## config.mk

```make
export PLATFORM = sky130hd
export DESIGN_NAME = ts_sensor_top
export DESIGN_NICKNAME = d
export VERILOG_FILES = /design/src/inc/ts_pkg.sv /design/src/logic/ts_sensor_top.sv /design/src/logic/ts_sync.sv /design/src/logic/ts_conv_timer.sv
export VERILOG_INCLUDE_DIRS = /design/src /design/src/inc
export SDC_FILE = /design/constraint.sdc
export NUM_CORES = 1
export LEC_CHECK = 0
export BUFFER_PORTS_ARGS = -buffer_cell sky130_fd_sc_hd__buf_2
export CAP_MARGIN = 20
export CORE_MARGIN = 4
export CORE_UTILIZATION = 50
export DETAILED_ROUTE_END_ITERATION = 10
export GPL_TIMING_DRIVEN = 0
export HOLD_SLACK_MARGIN = 0.03
export PLACE_DENSITY_LB_ADDON = 0.15
export SYNTH_ARGS = -nofsm -noshare
export SYNTH_HDL_FRONTEND = slang
export SYNTH_SLANG_ARGS = --single-unit
export TNS_END_PERCENT = 1
```

## constraint.sdc

```tcl
create_clock -name I_SYS_CLK -period 8.15 [get_ports I_SYS_CLK]
set_input_delay 1.63 -clock I_SYS_CLK [delete_from_list [all_inputs] [get_ports I_SYS_CLK]]
set_output_delay 1.63 -clock I_SYS_CLK [all_outputs]
set_load 0.05 [all_outputs]
```

## src/inc/ts_defs.svh

```systemverilog
// Purpose: constants for the temperature sensor serial slave
// Assumes: 10 MHz system clock
// Notes: offsets are pointer values, not byte addresses
//
// Notes on behaviour
// - clock-low timeout resets interface, releases data
// - timeout lies between 25 and 35 ms
// - timeout counts only inside START..STOP
// - sample on clock rise, drive on fall, open-drain
// - power-on reset then conversion mode
// - data edge with clock high: START or STOP
// - ignore bus until START seen
// - address byte: 0011, straps, direction bit
// - acknowledge matching address and written bytes
// - master acks reads; NoACK then STOP ends
// - write: pointer plus two bytes, applied at STOP
// - read address sends pointed register at once
// - selective read via pointer then repeated START
// - eight 16-bit registers, pointer resets to capability
// - convert every 100 ms, hold result in shutdown
// - bus reads never disturb conversion timing
// - compare result with high, low, critical limits
// - event output mode and polarity configurable
// - writable registers reset zero, event disabled
// - limit writes raise event immediately when enabled
// - limits two's complement, LSB 0.25 degrees
// - result B12..B0 two's complement, B12 sign
// - result B15..B13 report limit relationships
`ifndef TS_DEFS_SVH
`define TS_DEFS_SVH

// ----------------------------------------
// register pointer values
// ----------------------------------------
`define TS_REG_CAP 3'h0
`define TS_REG_CFG 3'h1
`define TS_REG_UPPER 3'h2
`define TS_REG_LOWER 3'h3
`define TS_REG_CRIT 3'h4
`define TS_REG_TEMP 3'h5
`define TS_REG_MFR 3'h6
`define TS_REG_DEV 3'h7

// ----------------------------------------
// fields, masks and reset values
// ----------------------------------------
`define TS_CAP_VALUE 16'h0077
`define TS_RW_RESET 16'h0000
`define TS_CFG_WMASK 16'h07cf
`define TS_CFG_LOCKS 16'h00c0
`define TS_LIM_WMASK 16'h1ffc
`define TS_CFG_SHDN 8
`define TS_CFG_CRIT_LOCK 7
`define TS_CFG_ALARM_LOCK 6
`define TS_CFG_CLEAR 5
`define TS_CFG_EVT_STS 4
`define TS_CFG_EVT_EN 3
`define TS_CFG_CRIT_ONLY 2
`define TS_CFG_EVT_POL 1
`define TS_CFG_EVT_MODE 0
`define TS_ADDR_PREAMBLE 4'h3

// ----------------------------------------
// timing
// ----------------------------------------
`define TS_CLK_HZ 10000000
`define TS_TIMEOUT_MS 25
`define TS_TIMEOUT_CYCLES ((`TS_TIMEOUT_MS * `TS_CLK_HZ) / 1000)
`define TS_CONV_MS 100
`define TS_CONV_CYCLES ((`TS_CONV_MS * `TS_CLK_HZ) / 1000)

`endif

```

## src/inc/ts_pkg.sv

```systemverilog
// Purpose: shared types of the temperature sensor slave
// Assumes: nothing
// Notes: constants live in ts_defs.svh
package ts_pkg;
    typedef enum logic [2:0] {ST_IDLE, ST_ADDR, ST_RX, ST_ACK_OUT, ST_TX, ST_ACK_IN} state_t;

    typedef struct packed {
        logic crit;
        logic high;
        logic low;
    } trip_t;

    typedef struct packed {
        logic start;
        logic stop;
        logic rise;
        logic fall;
    } bus_evt_t;
endpackage

```

## src/logic/ts_sensor_top.sv

```systemverilog
// Purpose: serial slave, registers and event logic of the sensor
// Assumes: I_RST is the power-on reset; I_SENSE_TEMP is the raw converter word
// Notes: sda and event are open-drain, oe_n low pulls the wire low
`include "ts_defs.svh"
module ts_sensor_top
    import ts_pkg::*;
#(
    parameter int TIMEOUT_CYCLES = `TS_TIMEOUT_CYCLES,
    parameter int CONV_CYCLES = `TS_CONV_CYCLES,
    parameter logic [15:0] MFR_ID = 16'h00a5,
    parameter logic [15:0] DEV_REV = 16'h0100
) (
    input wire logic I_SYS_CLK,
    input wire logic I_RST,
    input wire logic I_SCL,
    input wire logic I_SDA_I,
    input wire logic [2:0] I_ADDR_STRAP,
    input wire logic [12:0] I_SENSE_TEMP,
    output logic O_SDA_O,
    output logic O_SDA_OE_N,
    output logic O_EVENT_O,
    output logic O_EVENT_OE_N
);
    // MFR_ID and DEV_REV defaults are arbitrary values

    // ----------------------------------------
    // pin synchronisers and bus events
    // ----------------------------------------
    logic [1:0] bus_s;
    logic [1:0] bus_d;
    logic [2:0] strap_s;
    logic [12:0] temp_s;
    logic scl_s;
    logic sda_s;
    bus_evt_t evt;

    ts_sync #(.W(2), .RST_VAL(2'h3)) u_bus_sync (
        .i_clk(I_SYS_CLK),
        .i_rst(I_RST),
        .i_d({I_SCL, I_SDA_I}),
        .o_q(bus_s)
    );
    ts_sync #(.W(3), .RST_VAL(3'h0)) u_strap_sync (
        .i_clk(I_SYS_CLK),
        .i_rst(I_RST),
        .i_d(I_ADDR_STRAP),
        .o_q(strap_s)
    );
    ts_sync #(.W(13), .RST_VAL(13'h0)) u_temp_sync (
        .i_clk(I_SYS_CLK),
        .i_rst(I_RST),
        .i_d(I_SENSE_TEMP),
        .o_q(temp_s)
    );

    assign scl_s = bus_s[1];
    assign sda_s = bus_s[0];
    assign evt.start = scl_s && bus_d[1] && bus_d[0] && !sda_s;
    assign evt.stop = scl_s && bus_d[1] && !bus_d[0] && sda_s;
    assign evt.rise = scl_s && !bus_d[1];
    assign evt.fall = !scl_s && bus_d[1];

    always_ff @(posedge I_SYS_CLK or posedge I_RST)
    begin
        if (I_RST)
            bus_d <= 2'h3;
        else
            bus_d <= bus_s;
    end

    // ----------------------------------------
    // clock-low timeout
    // ----------------------------------------
    logic in_txn;
    logic [31:0] to_cnt;
    logic timeout_hit;

    assign timeout_hit = in_txn && !scl_s && (to_cnt == 32'(TIMEOUT_CYCLES - 1));

    always_ff @(posedge I_SYS_CLK or posedge I_RST)
    begin
        if (I_RST)
        begin
            in_txn <= 1'b0;
            to_cnt <= 32'h0;
        end
        else
        begin
            in_txn <= evt.start || (in_txn && !evt.stop && !timeout_hit);
            // only scl-low time between start and stop counts
            to_cnt <= (in_txn && !scl_s && !timeout_hit) ? to_cnt + 32'h1 : 32'h0;
        end
    end

    // ----------------------------------------
    // register view
    // ----------------------------------------
    logic [15:0] cfg_reg;
    logic [15:0] upper_alarm_limit;
    logic [15:0] lower_alarm_limit;
    logic [15:0] critical_limit;
    logic [12:0] temp_reg;
    logic event_sts;
    trip_t trip;
    logic [2:0] ptr_reg;
    logic [15:0] reg_view [8];
    logic [15:0] rd_word;

    assign trip.crit = $signed(temp_reg) > $signed(critical_limit[12:0]);
    assign trip.high = $signed(temp_reg) > $signed(upper_alarm_limit[12:0]);
    assign trip.low = $signed(temp_reg) < $signed(lower_alarm_limit[12:0]);

    assign reg_view[`TS_REG_CAP] = `TS_CAP_VALUE;
    assign reg_view[`TS_REG_CFG] = cfg_reg | (16'(event_sts) << `TS_CFG_EVT_STS);
    assign reg_view[`TS_REG_UPPER] = upper_alarm_limit;
    assign reg_view[`TS_REG_LOWER] = lower_alarm_limit;
    assign reg_view[`TS_REG_CRIT] = critical_limit;
    assign reg_view[`TS_REG_TEMP] = {trip, temp_reg};
    assign reg_view[`TS_REG_MFR] = MFR_ID;
    assign reg_view[`TS_REG_DEV] = DEV_REV;
    assign rd_word = reg_view[ptr_reg];

    // ----------------------------------------
    // serial slave state machine
    // ----------------------------------------
    state_t state;
    logic [3:0] bit_cnt;
    logic [7:0] rx_sh;
    logic [15:0] tx_sh;
    logic [1:0] byte_idx;
    logic rw_reg;
    logic tx_lo;
    logic nack_reg;
    logic [15:0] wdata_reg;
    logic wr_pending;
    logic sda_oe_n_reg;
    logic addr_match;
    logic [15:0] tx_next;
    logic drive_ok;

    assign addr_match = (rx_sh[7:4] == `TS_ADDR_PREAMBLE) && (rx_sh[3:1] == strap_s);
    assign tx_next = tx_lo ? rd_word : tx_sh;
    assign drive_ok = evt.fall || evt.start || evt.stop || timeout_hit;

    always_ff @(posedge I_SYS_CLK or posedge I_RST)
    begin
        if (I_RST)
        begin
            state <= ST_IDLE;
            bit_cnt <= 4'h0;
            rx_sh <= 8'h0;
            tx_sh <= 16'h0;
            byte_idx <= 2'h0;
            rw_reg <= 1'b0;
            tx_lo <= 1'b0;
            nack_reg <= 1'b1;
            wdata_reg <= 16'h0;
            wr_pending <= 1'b0;
            ptr_reg <= `TS_REG_CAP;
            sda_oe_n_reg <= 1'b1;
        end
        else if (timeout_hit)
        begin
            state <= ST_IDLE;
            sda_oe_n_reg <= 1'b1;
            wr_pending <= 1'b0;
        end
        else if (evt.start)
        begin
            // repeated start keeps the pointer just written
            state <= ST_ADDR;
            bit_cnt <= 4'h0;
            byte_idx <= 2'h0;
            sda_oe_n_reg <= 1'b1;
            wr_pending <= 1'b0;
        end
        else if (evt.stop)
        begin
            state <= ST_IDLE;
            sda_oe_n_reg <= 1'b1;
            wr_pending <= 1'b0;
        end
        else
        begin
            case (state)
                ST_ADDR, ST_RX:
                begin
                    if (evt.rise)
                    begin
                        rx_sh <= {rx_sh[6:0], sda_s};
                        bit_cnt <= bit_cnt + 4'h1;
                    end
                    else if (evt.fall && bit_cnt == 4'h8)
                    begin
                        if (state == ST_ADDR)
                        begin
                            if (addr_match)
                            begin
                                rw_reg <= rx_sh[0];
                                sda_oe_n_reg <= 1'b0;
                                state <= ST_ACK_OUT;
                            end
                            else
                                state <= ST_IDLE;
                        end
                        else
                        begin
                            sda_oe_n_reg <= 1'b0;
                            state <= ST_ACK_OUT;
                            if (byte_idx != 2'h3)
                                byte_idx <= byte_idx + 2'h1;
                            case (byte_idx)
                                2'h0: ptr_reg <= rx_sh[2:0];
                                2'h1: wdata_reg[15:8] <= rx_sh;
                                2'h2:
                                begin
                                    wdata_reg[7:0] <= rx_sh;
                                    wr_pending <= 1'b1;
                                end
                                default: wr_pending <= wr_pending;
                            endcase
                        end
                    end
                end
                ST_ACK_OUT:
                begin
                    if (evt.fall)
                    begin
                        if (rw_reg)
                        begin
                            sda_oe_n_reg <= rd_word[15];
                            tx_sh <= {rd_word[14:0], 1'b0};
                            bit_cnt <= 4'h1;
                            tx_lo <= 1'b0;
                            state <= ST_TX;
                        end
                        else
                        begin
                            sda_oe_n_reg <= 1'b1;
                            bit_cnt <= 4'h0;
                            state <= ST_RX;
                        end
                    end
                end
                ST_TX:
                begin
                    if (evt.fall)
                    begin
                        if (bit_cnt == 4'h8)
                        begin
                            sda_oe_n_reg <= 1'b1;
                            state <= ST_ACK_IN;
                        end
                        else
                        begin
                            sda_oe_n_reg <= tx_sh[15];
                            tx_sh <= {tx_sh[14:0], 1'b0};
                            bit_cnt <= bit_cnt + 4'h1;
                        end
                    end
                end
                ST_ACK_IN:
                begin
                    if (evt.rise)
                        nack_reg <= sda_s;
                    else if (evt.fall)
                    begin
                        if (nack_reg)
                            state <= ST_IDLE;
                        else
                        begin
                            sda_oe_n_reg <= tx_next[15];
                            tx_sh <= {tx_next[14:0], 1'b0};
                            bit_cnt <= 4'h1;
                            tx_lo <= !tx_lo;
                            state <= ST_TX;
                        end
                    end
                end
                default: state <= ST_IDLE;
            endcase
        end
    end

    // ----------------------------------------
    // register writes, applied at stop
    // ----------------------------------------
    logic wr_go;
    logic wr_cfg;
    logic wr_alarm;
    logic wr_crit;
    logic clear_pulse;
    logic [15:0] cfg_next;
    logic [15:0] lim_next;

    assign wr_go = evt.stop && wr_pending;
    assign wr_cfg = wr_go && (ptr_reg == `TS_REG_CFG);
    // lock bits only fall at power-on
    assign wr_alarm = wr_go && !cfg_reg[`TS_CFG_ALARM_LOCK] &&
        (ptr_reg == `TS_REG_UPPER || ptr_reg == `TS_REG_LOWER);
    assign wr_crit = wr_go && !cfg_reg[`TS_CFG_CRIT_LOCK] && (ptr_reg == `TS_REG_CRIT);
    assign clear_pulse = wr_cfg && wdata_reg[`TS_CFG_CLEAR];
    assign cfg_next = (wdata_reg & `TS_CFG_WMASK) | (cfg_reg & `TS_CFG_LOCKS);
    assign lim_next = wdata_reg & `TS_LIM_WMASK;

    always_ff @(posedge I_SYS_CLK or posedge I_RST)
    begin
        if (I_RST)
        begin
            cfg_reg <= `TS_RW_RESET;
            upper_alarm_limit <= `TS_RW_RESET;
            lower_alarm_limit <= `TS_RW_RESET;
            critical_limit <= `TS_RW_RESET;
        end
        else
        begin
            if (wr_cfg)
                cfg_reg <= cfg_next;
            if (wr_alarm && ptr_reg == `TS_REG_UPPER)
                upper_alarm_limit <= lim_next;
            if (wr_alarm && ptr_reg == `TS_REG_LOWER)
                lower_alarm_limit <= lim_next;
            if (wr_crit)
                critical_limit <= lim_next;
        end
    end

    // ----------------------------------------
    // conversion and event output
    // ----------------------------------------
    logic shdn;
    logic sample_pulse;
    logic cond;
    logic cond_prev;
    logic evt_on;
    logic ev_level;

    assign shdn = cfg_reg[`TS_CFG_SHDN];
    assign cond = cfg_reg[`TS_CFG_CRIT_ONLY] ? trip.crit : (trip.crit || trip.high || trip.low);
    assign evt_on = cfg_reg[`TS_CFG_EVT_EN] && event_sts;
    assign ev_level = cfg_reg[`TS_CFG_EVT_POL] ? evt_on : !evt_on;

    ts_conv_timer #(.CONV_CYCLES(CONV_CYCLES)) u_conv (
        .i_clk(I_SYS_CLK),
        .i_rst(I_RST),
        .i_run(!shdn),
        .o_sample(sample_pulse)
    );

    always_ff @(posedge I_SYS_CLK or posedge I_RST)
    begin
        if (I_RST)
        begin
            temp_reg <= 13'h0;
            cond_prev <= 1'b0;
            event_sts <= 1'b0;
            O_SDA_O <= 1'b0;
            O_SDA_OE_N <= 1'b1;
            O_EVENT_O <= 1'b0;
            O_EVENT_OE_N <= 1'b1;
        end
        else
        begin
            if (sample_pulse)
                temp_reg <= temp_s;
            cond_prev <= shdn ? cond_prev : cond;
            // limits compare live, so a limit write acts at once
            if (!shdn && !cfg_reg[`TS_CFG_EVT_MODE])
                event_sts <= cond;
            else if (!shdn && cond && !cond_prev)
                event_sts <= 1'b1;
            else if (clear_pulse && cfg_reg[`TS_CFG_EVT_MODE])
                event_sts <= 1'b0;
            O_SDA_O <= 1'b0;
            O_SDA_OE_N <= sda_oe_n_reg;
            O_EVENT_O <= 1'b0;
            O_EVENT_OE_N <= ev_level;
        end
    end
endmodule

```

## src/logic/ts_sync.sv

```systemverilog
// Purpose: two-stage synchroniser for pins
// Assumes: inputs asynchronous to i_clk
// Notes: only the second stage may be read
module ts_sync #(
    parameter int W = 1,
    parameter logic [W-1:0] RST_VAL = '0
) (
    input wire logic i_clk,
    input wire logic i_rst,
    input wire logic [W-1:0] i_d,
    output logic [W-1:0] o_q
);
    logic [W-1:0] meta_reg;

    always_ff @(posedge i_clk or posedge i_rst)
    begin
        if (i_rst)
        begin
            meta_reg <= RST_VAL;
            o_q <= RST_VAL;
        end
        else
        begin
            meta_reg <= i_d;
            o_q <= meta_reg;
        end
    end
endmodule

```

## src/logic/ts_conv_timer.sv

```systemverilog
// Purpose: conversion cadence of the thermal sensor
// Assumes: i_run low during shutdown
// Notes: free of any bus input, so reads cannot shift it
`include "ts_defs.svh"
module ts_conv_timer #(
    parameter int CONV_CYCLES = `TS_CONV_CYCLES
) (
    input wire logic i_clk,
    input wire logic i_rst,
    input wire logic i_run,
    output logic o_sample
);
    logic [31:0] cnt_reg;
    logic wrap;

    assign wrap = (cnt_reg == 32'(CONV_CYCLES - 1));

    always_ff @(posedge i_clk or posedge i_rst)
    begin
        if (i_rst)
        begin
            cnt_reg <= 32'h0;
            o_sample <= 1'b0;
        end
        else
        begin
            // restart after shutdown so the first sample is a full period away
            cnt_reg <= (!i_run || wrap) ? 32'h0 : cnt_reg + 32'h1;
            o_sample <= i_run && wrap;
        end
    end
endmodule

```

==> out/summary.txt, run 1 <==
status -> finished, final reports clean
I/O Buffers -> 21
vias in the first global route -> 7,228
commonest cells after routing, fill and taps aside -> dfrtp_1, nand2_1, nor2_1
first-pass GRT wire length -> 37,600 um
reg2reg end -> wdata_reg[6]
Max rail drop VDD -> 127 uV
Post-synth EDFFs -> 0
cell depth of the worst setup path -> 1
synth-to-layout area growth -> 12.0%
final WL -> 22,300 um
die area -> 23,100 um^2
drt first pass iters -> 5
clk sink count -> 216
Final Max Slew Viols -> 0
Placement Rows -> 52
drt initial violations -> 513
Tot Pwr -> 2.32 mW
CP max stage cell -> dfstp_2
Worst Hold Class -> flop to flop
top cell family by delay on the critical path -> flip-flops
largest net degree at the start of global routing -> 111
CTS tree -> yes
Critical Path Fanout Max -> 1
Num CTS Buffers -> 23
CTS root buffer -> clkbuf_16
Finished Core Util -> 57.2%
clock-pin slew on the worst setup and hold paths -> 0.06 ns
Reg2Reg Launch Point -> to_cnt[0]
residual DRC count -> 0
io pins -> 24
final clock skew -> 0.00919 ns
final worst path period share -> 35.5%
Final nets -> 1,108
Power Dens Cells -> 200 nW/um^2
R2R depth -> 7
Global Route Usage Sum -> 19.3%
H-tree depth -> 1
# hold bufs at CTS -> 0
Final WS setup -> 5.26 ns
Syn Inst Count -> 1,000
initial core utilization -> 51.1%
DR vias -> 7,313
Cell Chain, Critical Path -> buf_2
worst-margin pin slew -> 0.754 ns
Avg Cell Area, Syn -> 10.4 um^2
Synth async-reset ratio -> 100%
Worst Setup EP -> O_EVENT_OE_N
final hold vios -> 0
final setup vio count -> 0
crit end category -> primary output
chip width -> 152 um
dpl ws -> 5.30 ns
Worst slew margin -> 49.8%
Critical Path AT -> 1.26 ns
Setup CP Type -> flop to primary output
leakage dissipation -> 5.24 nW
max incr delay on CP -> 0.51 ns
DP Wirelength -> 15,800 um
Setup Fix Bufs, Post-CTS -> 0
worst skew pair latency -> 0.51 ns
min Tclk post-route -> 2.89 ns
die height -> 152 um
worst path buffer plus inverter count -> 1
RSZ-0062 raised after global routing -> false
via-per-instance ratio -> 5.49
initial antenna violation count -> 0
Longest Clk Path Bufs -> 3
max_cap viols -> 0
core area -> 20,300 um^2
routability cong. -> 0.882
Netlist cell types -> 74
CP Launch Point -> O_EVENT_OE_N
most common cell after layout, fill and taps aside -> dfrtp_1
CP startpoint kind -> flop
ys flop type -> dfrtp_1
Post-CTS Resized -> 0
Worst Path Required -> 6.52 ns
WHS -> 0.345 ns
Ant. Diodes -> 0
Max Clk Rate -> 346 MHz
gr ovfl total -> 0
wire length per cell -> 16.7 um
YS warnings -> 0
Mapped Area -> 10,400 um^2
share of layout cells above drive strength 1 -> 13.5%
setup TNS -> 0 ns
setup slack, reg-to-reg -> 5.60 ns
DRT antenna net count -> 0
Synth Register Bits -> 216
register area share after synthesis -> 52.2%
area by class of cell:
cell class,instances,area [um^2]
Tap cell,270,338
Multi-Input combinational cell,697,4590
Sequential cell,216,5420
Clock buffer,32,639
Fill cell,1805,8680
Clock inverter,8,124
Timing Repair Buffer,22,133
Inverter,48,188
Buffer,40,189
cells by family (layout without fill, tap and decap cells):
| group | count (synthesis) | count (layout) | share of synthesized area, % |
|---|---|---|---|
| and+or+nand+nor | 346 | 346 | 16.9 |
| DFF | 216 | 216 | 52.2 |
| muxes | 61 | 61 | 6.71 |
| adders and majority gates | 40 | 40 | 4.82 |
| buffers and inverters | 88 | 150 | 3.56 |
| AOI/OAI and AO/OA | 187 | 187 | 10.6 |
| xor gates and xnor gates | 61 | 61 | 5.15 |
| other | 1 | 2 | 0.0361 |
stage by stage:
step	cell area [um^2]	cells
CTS	11600	1333
global route	11600	1333
finish	11600	1333
detailed placement	10900	1293
global placement	10800	1292
floorplan	10400	1001
per-layer routing:
metal / up-vias / part of all wire (%) / track usage (%)
met5: - / 0 / 0
met4: 0 / 1.5 / 4.07
met3: 27 / 4.8 / 3.50
met2: 138 / 46 / 30.8
met1: 3570 / 48 / 28.1
li1: 3578 / - / -
synthesized netlist by cell type (4+ instances only):
master,count,area [um^2]
dfrtp_1,206,5150
nand2_1,106,398
nor2_1,93,349
o21ai_0,80,400
inv_1,47,176
a21oi_1,44,220
xor2_1,44,385
ha_1,40,500
mux2_2,35,394
nand3_1,32,160
clkbuf_1,24,90.1
mux2i_1,17,170
xnor2_1,17,149
and3_1,16,100
nand4_1,16,100
nor4_1,13,81.3
buf_2,10,50.1
dfstp_2,10,263
nor2b_1,10,62.6
a21o_1,9,67.6
nor3_1,9,45.0
a31oi_1,8,50.1
and4_1,8,70.1
mux2_4,8,120
nand2b_1,8,50.1
o22ai_1,7,43.8
a211oi_1,6,45.0
or3_1,5,31.3
o311ai_0,4,35.0
o31ai_1,4,30.0
worst min path at each step:
stage	from	end	slack [ns]	cells after the start
2_1_floorplan	u_strap_sync.meta_reg[0]	u_strap_sync.o_q[0]	0.33	0
3_3_place_gp	u_temp_sync.meta_reg[6]	u_temp_sync.o_q[6]	0.33	0
3_5_place_dp	u_temp_sync.meta_reg[11]	u_temp_sync.o_q[11]	0.33	0
4_1_cts	u_temp_sync.meta_reg[5]	u_temp_sync.o_q[5]	0.35	0
5_1_grt	u_temp_sync.meta_reg[5]	u_temp_sync.o_q[5]	0.36	0
6_report	u_temp_sync.meta_reg[5]	u_temp_sync.o_q[5]	0.35	0
power by group:
group	switching [mW]	total, mW	internal [mW]
clock	0.421	1.06	0.642
sequential	0.0362	1.14	1.11
combinational	0.0702	0.114	0.0436
total	0.527	2.32	1.79
(Power assumes the default switching activity.)
==> run 2, diff against run 1 <==
Clock period 8.15 ns to 2.58 ns, I/O delays scaled along.
==> run 2 against run 1 <==
  * Die area stayed put
  * Count of clock-buffer cells in the layout is 5 higher
  * Highest routed layer unchanged
  * Sequential cell count stayed put
  * Worst hold slack worse by 0.29 ns
  * Clock power grew to 3.2 times the previous value
  * Via count is 1.6% higher
  * Sequential power grew to 3.2 times the previous value
  * Sequential share of layout area is 0.42 points lower
  * Clock skew is 0.0024 ns higher
  * Worst setup slack worse by 5.1 ns
  * Largest power group unchanged
  * Total power grew to 3.2 times the previous value
  * Core utilization is 0.52 points higher
==> out/summary.txt, run 2 (synthesis results as in run 1) <==
clock-pin slew on the worst setup and hold paths -> 0.06 ns (about the same)
Setup CP Type -> flop to flop (was flop to primary output)
final clock skew -> 0.0116 ns (was 0.00919 ns)
setup TNS -> 0 ns (unchanged)
final worst path period share -> 95.7%
chip width -> 152 um (unchanged)
largest net degree at the start of global routing -> 43 (was 111)
wire length per cell -> 16.9 um (was 16.7 um)
initial core utilization -> 51.1% (unchanged)
Final Max Slew Viols -> 0 (unchanged)
switching power -> 1.67 mW (was 0.527 mW)
clk sink count -> 216 (unchanged)
CTS tree -> yes (unchanged)
vias in the first global route -> 7,295 (was 7,228)
switch share -> 22.8% (was 22.7%)
residual DRC count -> 0 (unchanged)
min Tclk post-route -> 2.47 ns
Worst slew margin -> 58.1% (was 49.8%)
# hold bufs at CTS -> 0 (unchanged)
synth-to-layout area growth -> 13.0% (was 12.0%)
share of layout cells above drive strength 1 -> 14.4% (was 13.5%)
most common cell after layout, fill and taps aside -> dfrtp_1 (unchanged)
H-tree depth -> 1 (unchanged)
final setup vio count -> 0 (unchanged)
RSZ-0062 raised after global routing -> false (unchanged)
die height -> 152 um (unchanged)
Global Route Usage Sum -> 19.7% (was 19.3%)
drt initial violations -> 520 (was 513)
Worst Hold Class -> input pin to async pin (was flop to flop)
status -> finished, final reports clean (unchanged)
Power Dens Cells -> 625 nW/um^2 (was 200 nW/um^2)
max_cap viols -> 0 (unchanged)
commonest cells after routing, fill and taps aside -> dfrtp_1, nand2_1, nor2_1 (unchanged)
initial antenna violation count -> 0 (unchanged)
DR vias -> 7,427 (was 7,313)
DP Wirelength -> 16,300 um (was 15,800 um)
core area -> 20,300 um^2 (unchanged)
Finished Core Util -> 57.8% (was 57.2%)
Max rail drop VDD -> 457 uV (was 127 uV)
clock power share -> 45.6% (was 45.8%)
CTS root buffer -> clkbuf_16 (unchanged)
Placement Rows -> 52 (unchanged)
Final nets -> 1,113 (was 1,108)
Worst Path Required -> 2.97 ns (was 6.52 ns)
first-pass GRT wire length -> 38,100 um (was 37,600 um)
leakage dissipation -> 5.29 nW (was 5.24 nW)
drt first pass iters -> 5 (unchanged)
worst skew pair latency -> 0.51 ns (about the same)
routability cong. -> 0.926 (was 0.882)
via-per-instance ratio -> 5.54 (was 5.49)
gr ovfl total -> 0 (unchanged)
Longest Clk Path Bufs -> 3 (unchanged)
final hold vios -> 0 (unchanged)
crit end category -> flop (was primary output)
io pins -> 24 (unchanged)
Critical Path AT -> 2.86 ns (was 1.26 ns)
Internal -> 5.65 mW (was 1.79 mW)
die area -> 23,100 um^2 (unchanged)
DRT antenna net count -> 0 (unchanged)
final WL -> 22,600 um (was 22,300 um)
Num CTS Buffers -> 24 (was 23)
Max Clk Rate -> 405 MHz
worst-margin pin slew -> 0.622 ns (was 0.754 ns)
I/O Buffers -> 21 (unchanged)
Fillers -> 1,771 (was 1,805)
sequential power share -> 49.3% (was 49.2%)
CP startpoint kind -> flop (unchanged)
Gate power share -> 5.1% (was 4.9%)
Ant. Diodes -> 0 (unchanged)
Critical Path Fanout Max -> 8 (was 1)
-- run 2: path summary, 6_finish.rpt --
kind | from | endpoint | slack, ns | depth (start not counted)
worst max-delay path | to_cnt[0] | wdata_reg[2] | 0.11 | 7
worst min-delay path | I_RST | bit_cnt[2] | 0.05 | 2
worst max register to register | to_cnt[0] | wdata_reg[2] | 0.11 | 7
worst min register to register | u_strap_sync.meta_reg[1] | u_strap_sync.o_q[1] | 0.35 | 0
max in group asynchronous | I_RST | lower_alarm_limit[2] | 1.70 | 4
min in group I_SYS_CLK | I_SENSE_TEMP[3] | u_temp_sync.meta_reg[3] | 0.10 | 1
-- run 2: repair_timing --
action	CTS	global route
buffers inserted	0	0
gates resized for setup	0	6
endpoints found under the setup margin	0	20
-- run 2: critical path, cell delays in order (launching register included) --
cell and delay, ns:
dfrtp_1 0.40, ha_1 0.23, and3_1 0.24, and3_1 0.20, nand4_1 0.23, nand2_1 0.26, nor2_2 0.41, mux2_2 0.38
-- run 2: metal layers --
metal	vias to the layer above	part of all wire, %	track usage (%)
li1	3587	-	-
met1	3652	48	29.7
met2	154	45	30.0
met3	34	4.6	2.87
met4	0	2.3	4.97
met5	-	0	0
-- run 2: per-stage QoR --
step / instance area (um^2) / instances / setup WS, ns / total power [mW] / hold WS (ns)
CTS: 11700 / 1340 / 0.103 / 7.41 / 0.0527
finish: 11700 / 1340 / 0.110 / 7.32 / 0.0544
detailed placement: 10900 / 1297 / 0.134 / 4.05 / 0.335
global route: 11700 / 1340 / 0.00592 / 7.63 / 0.0752
global placement: 10800 / 1292 / -2.11 / 4.03 / 0.333
floorplan: 10400 / 1001 / -0.740 / 3.90 / 0.331
-- run 2: power by group through the flow --
stage | clock network [mW] | logic, mW | registers [mW]
global route | 3.57 | 0.428 | 3.63
finish | 3.34 | 0.373 | 3.61
CTS | 3.42 | 0.379 | 3.61
detailed placement | 0 | 0.382 | 3.67
global placement | 0 | 0.353 | 3.67
floorplan | 0 | 0.274 | 3.63
-- run 2: area by class of cell --
cell class / count / area, um^2 / share of cell area, %
inverter: 48 / 184 / 1.57
clock buffer: 37 / 721 / 6.15
multi-input combinational: 697 / 4610 / 39.4
timing repair buffer: 26 / 205 / 1.75
buffer: 40 / 190 / 1.62
clock inverter: 6 / 55.1 / 0.470
sequential: 216 / 5420 / 46.2
tap: 270 / 338 / 2.88
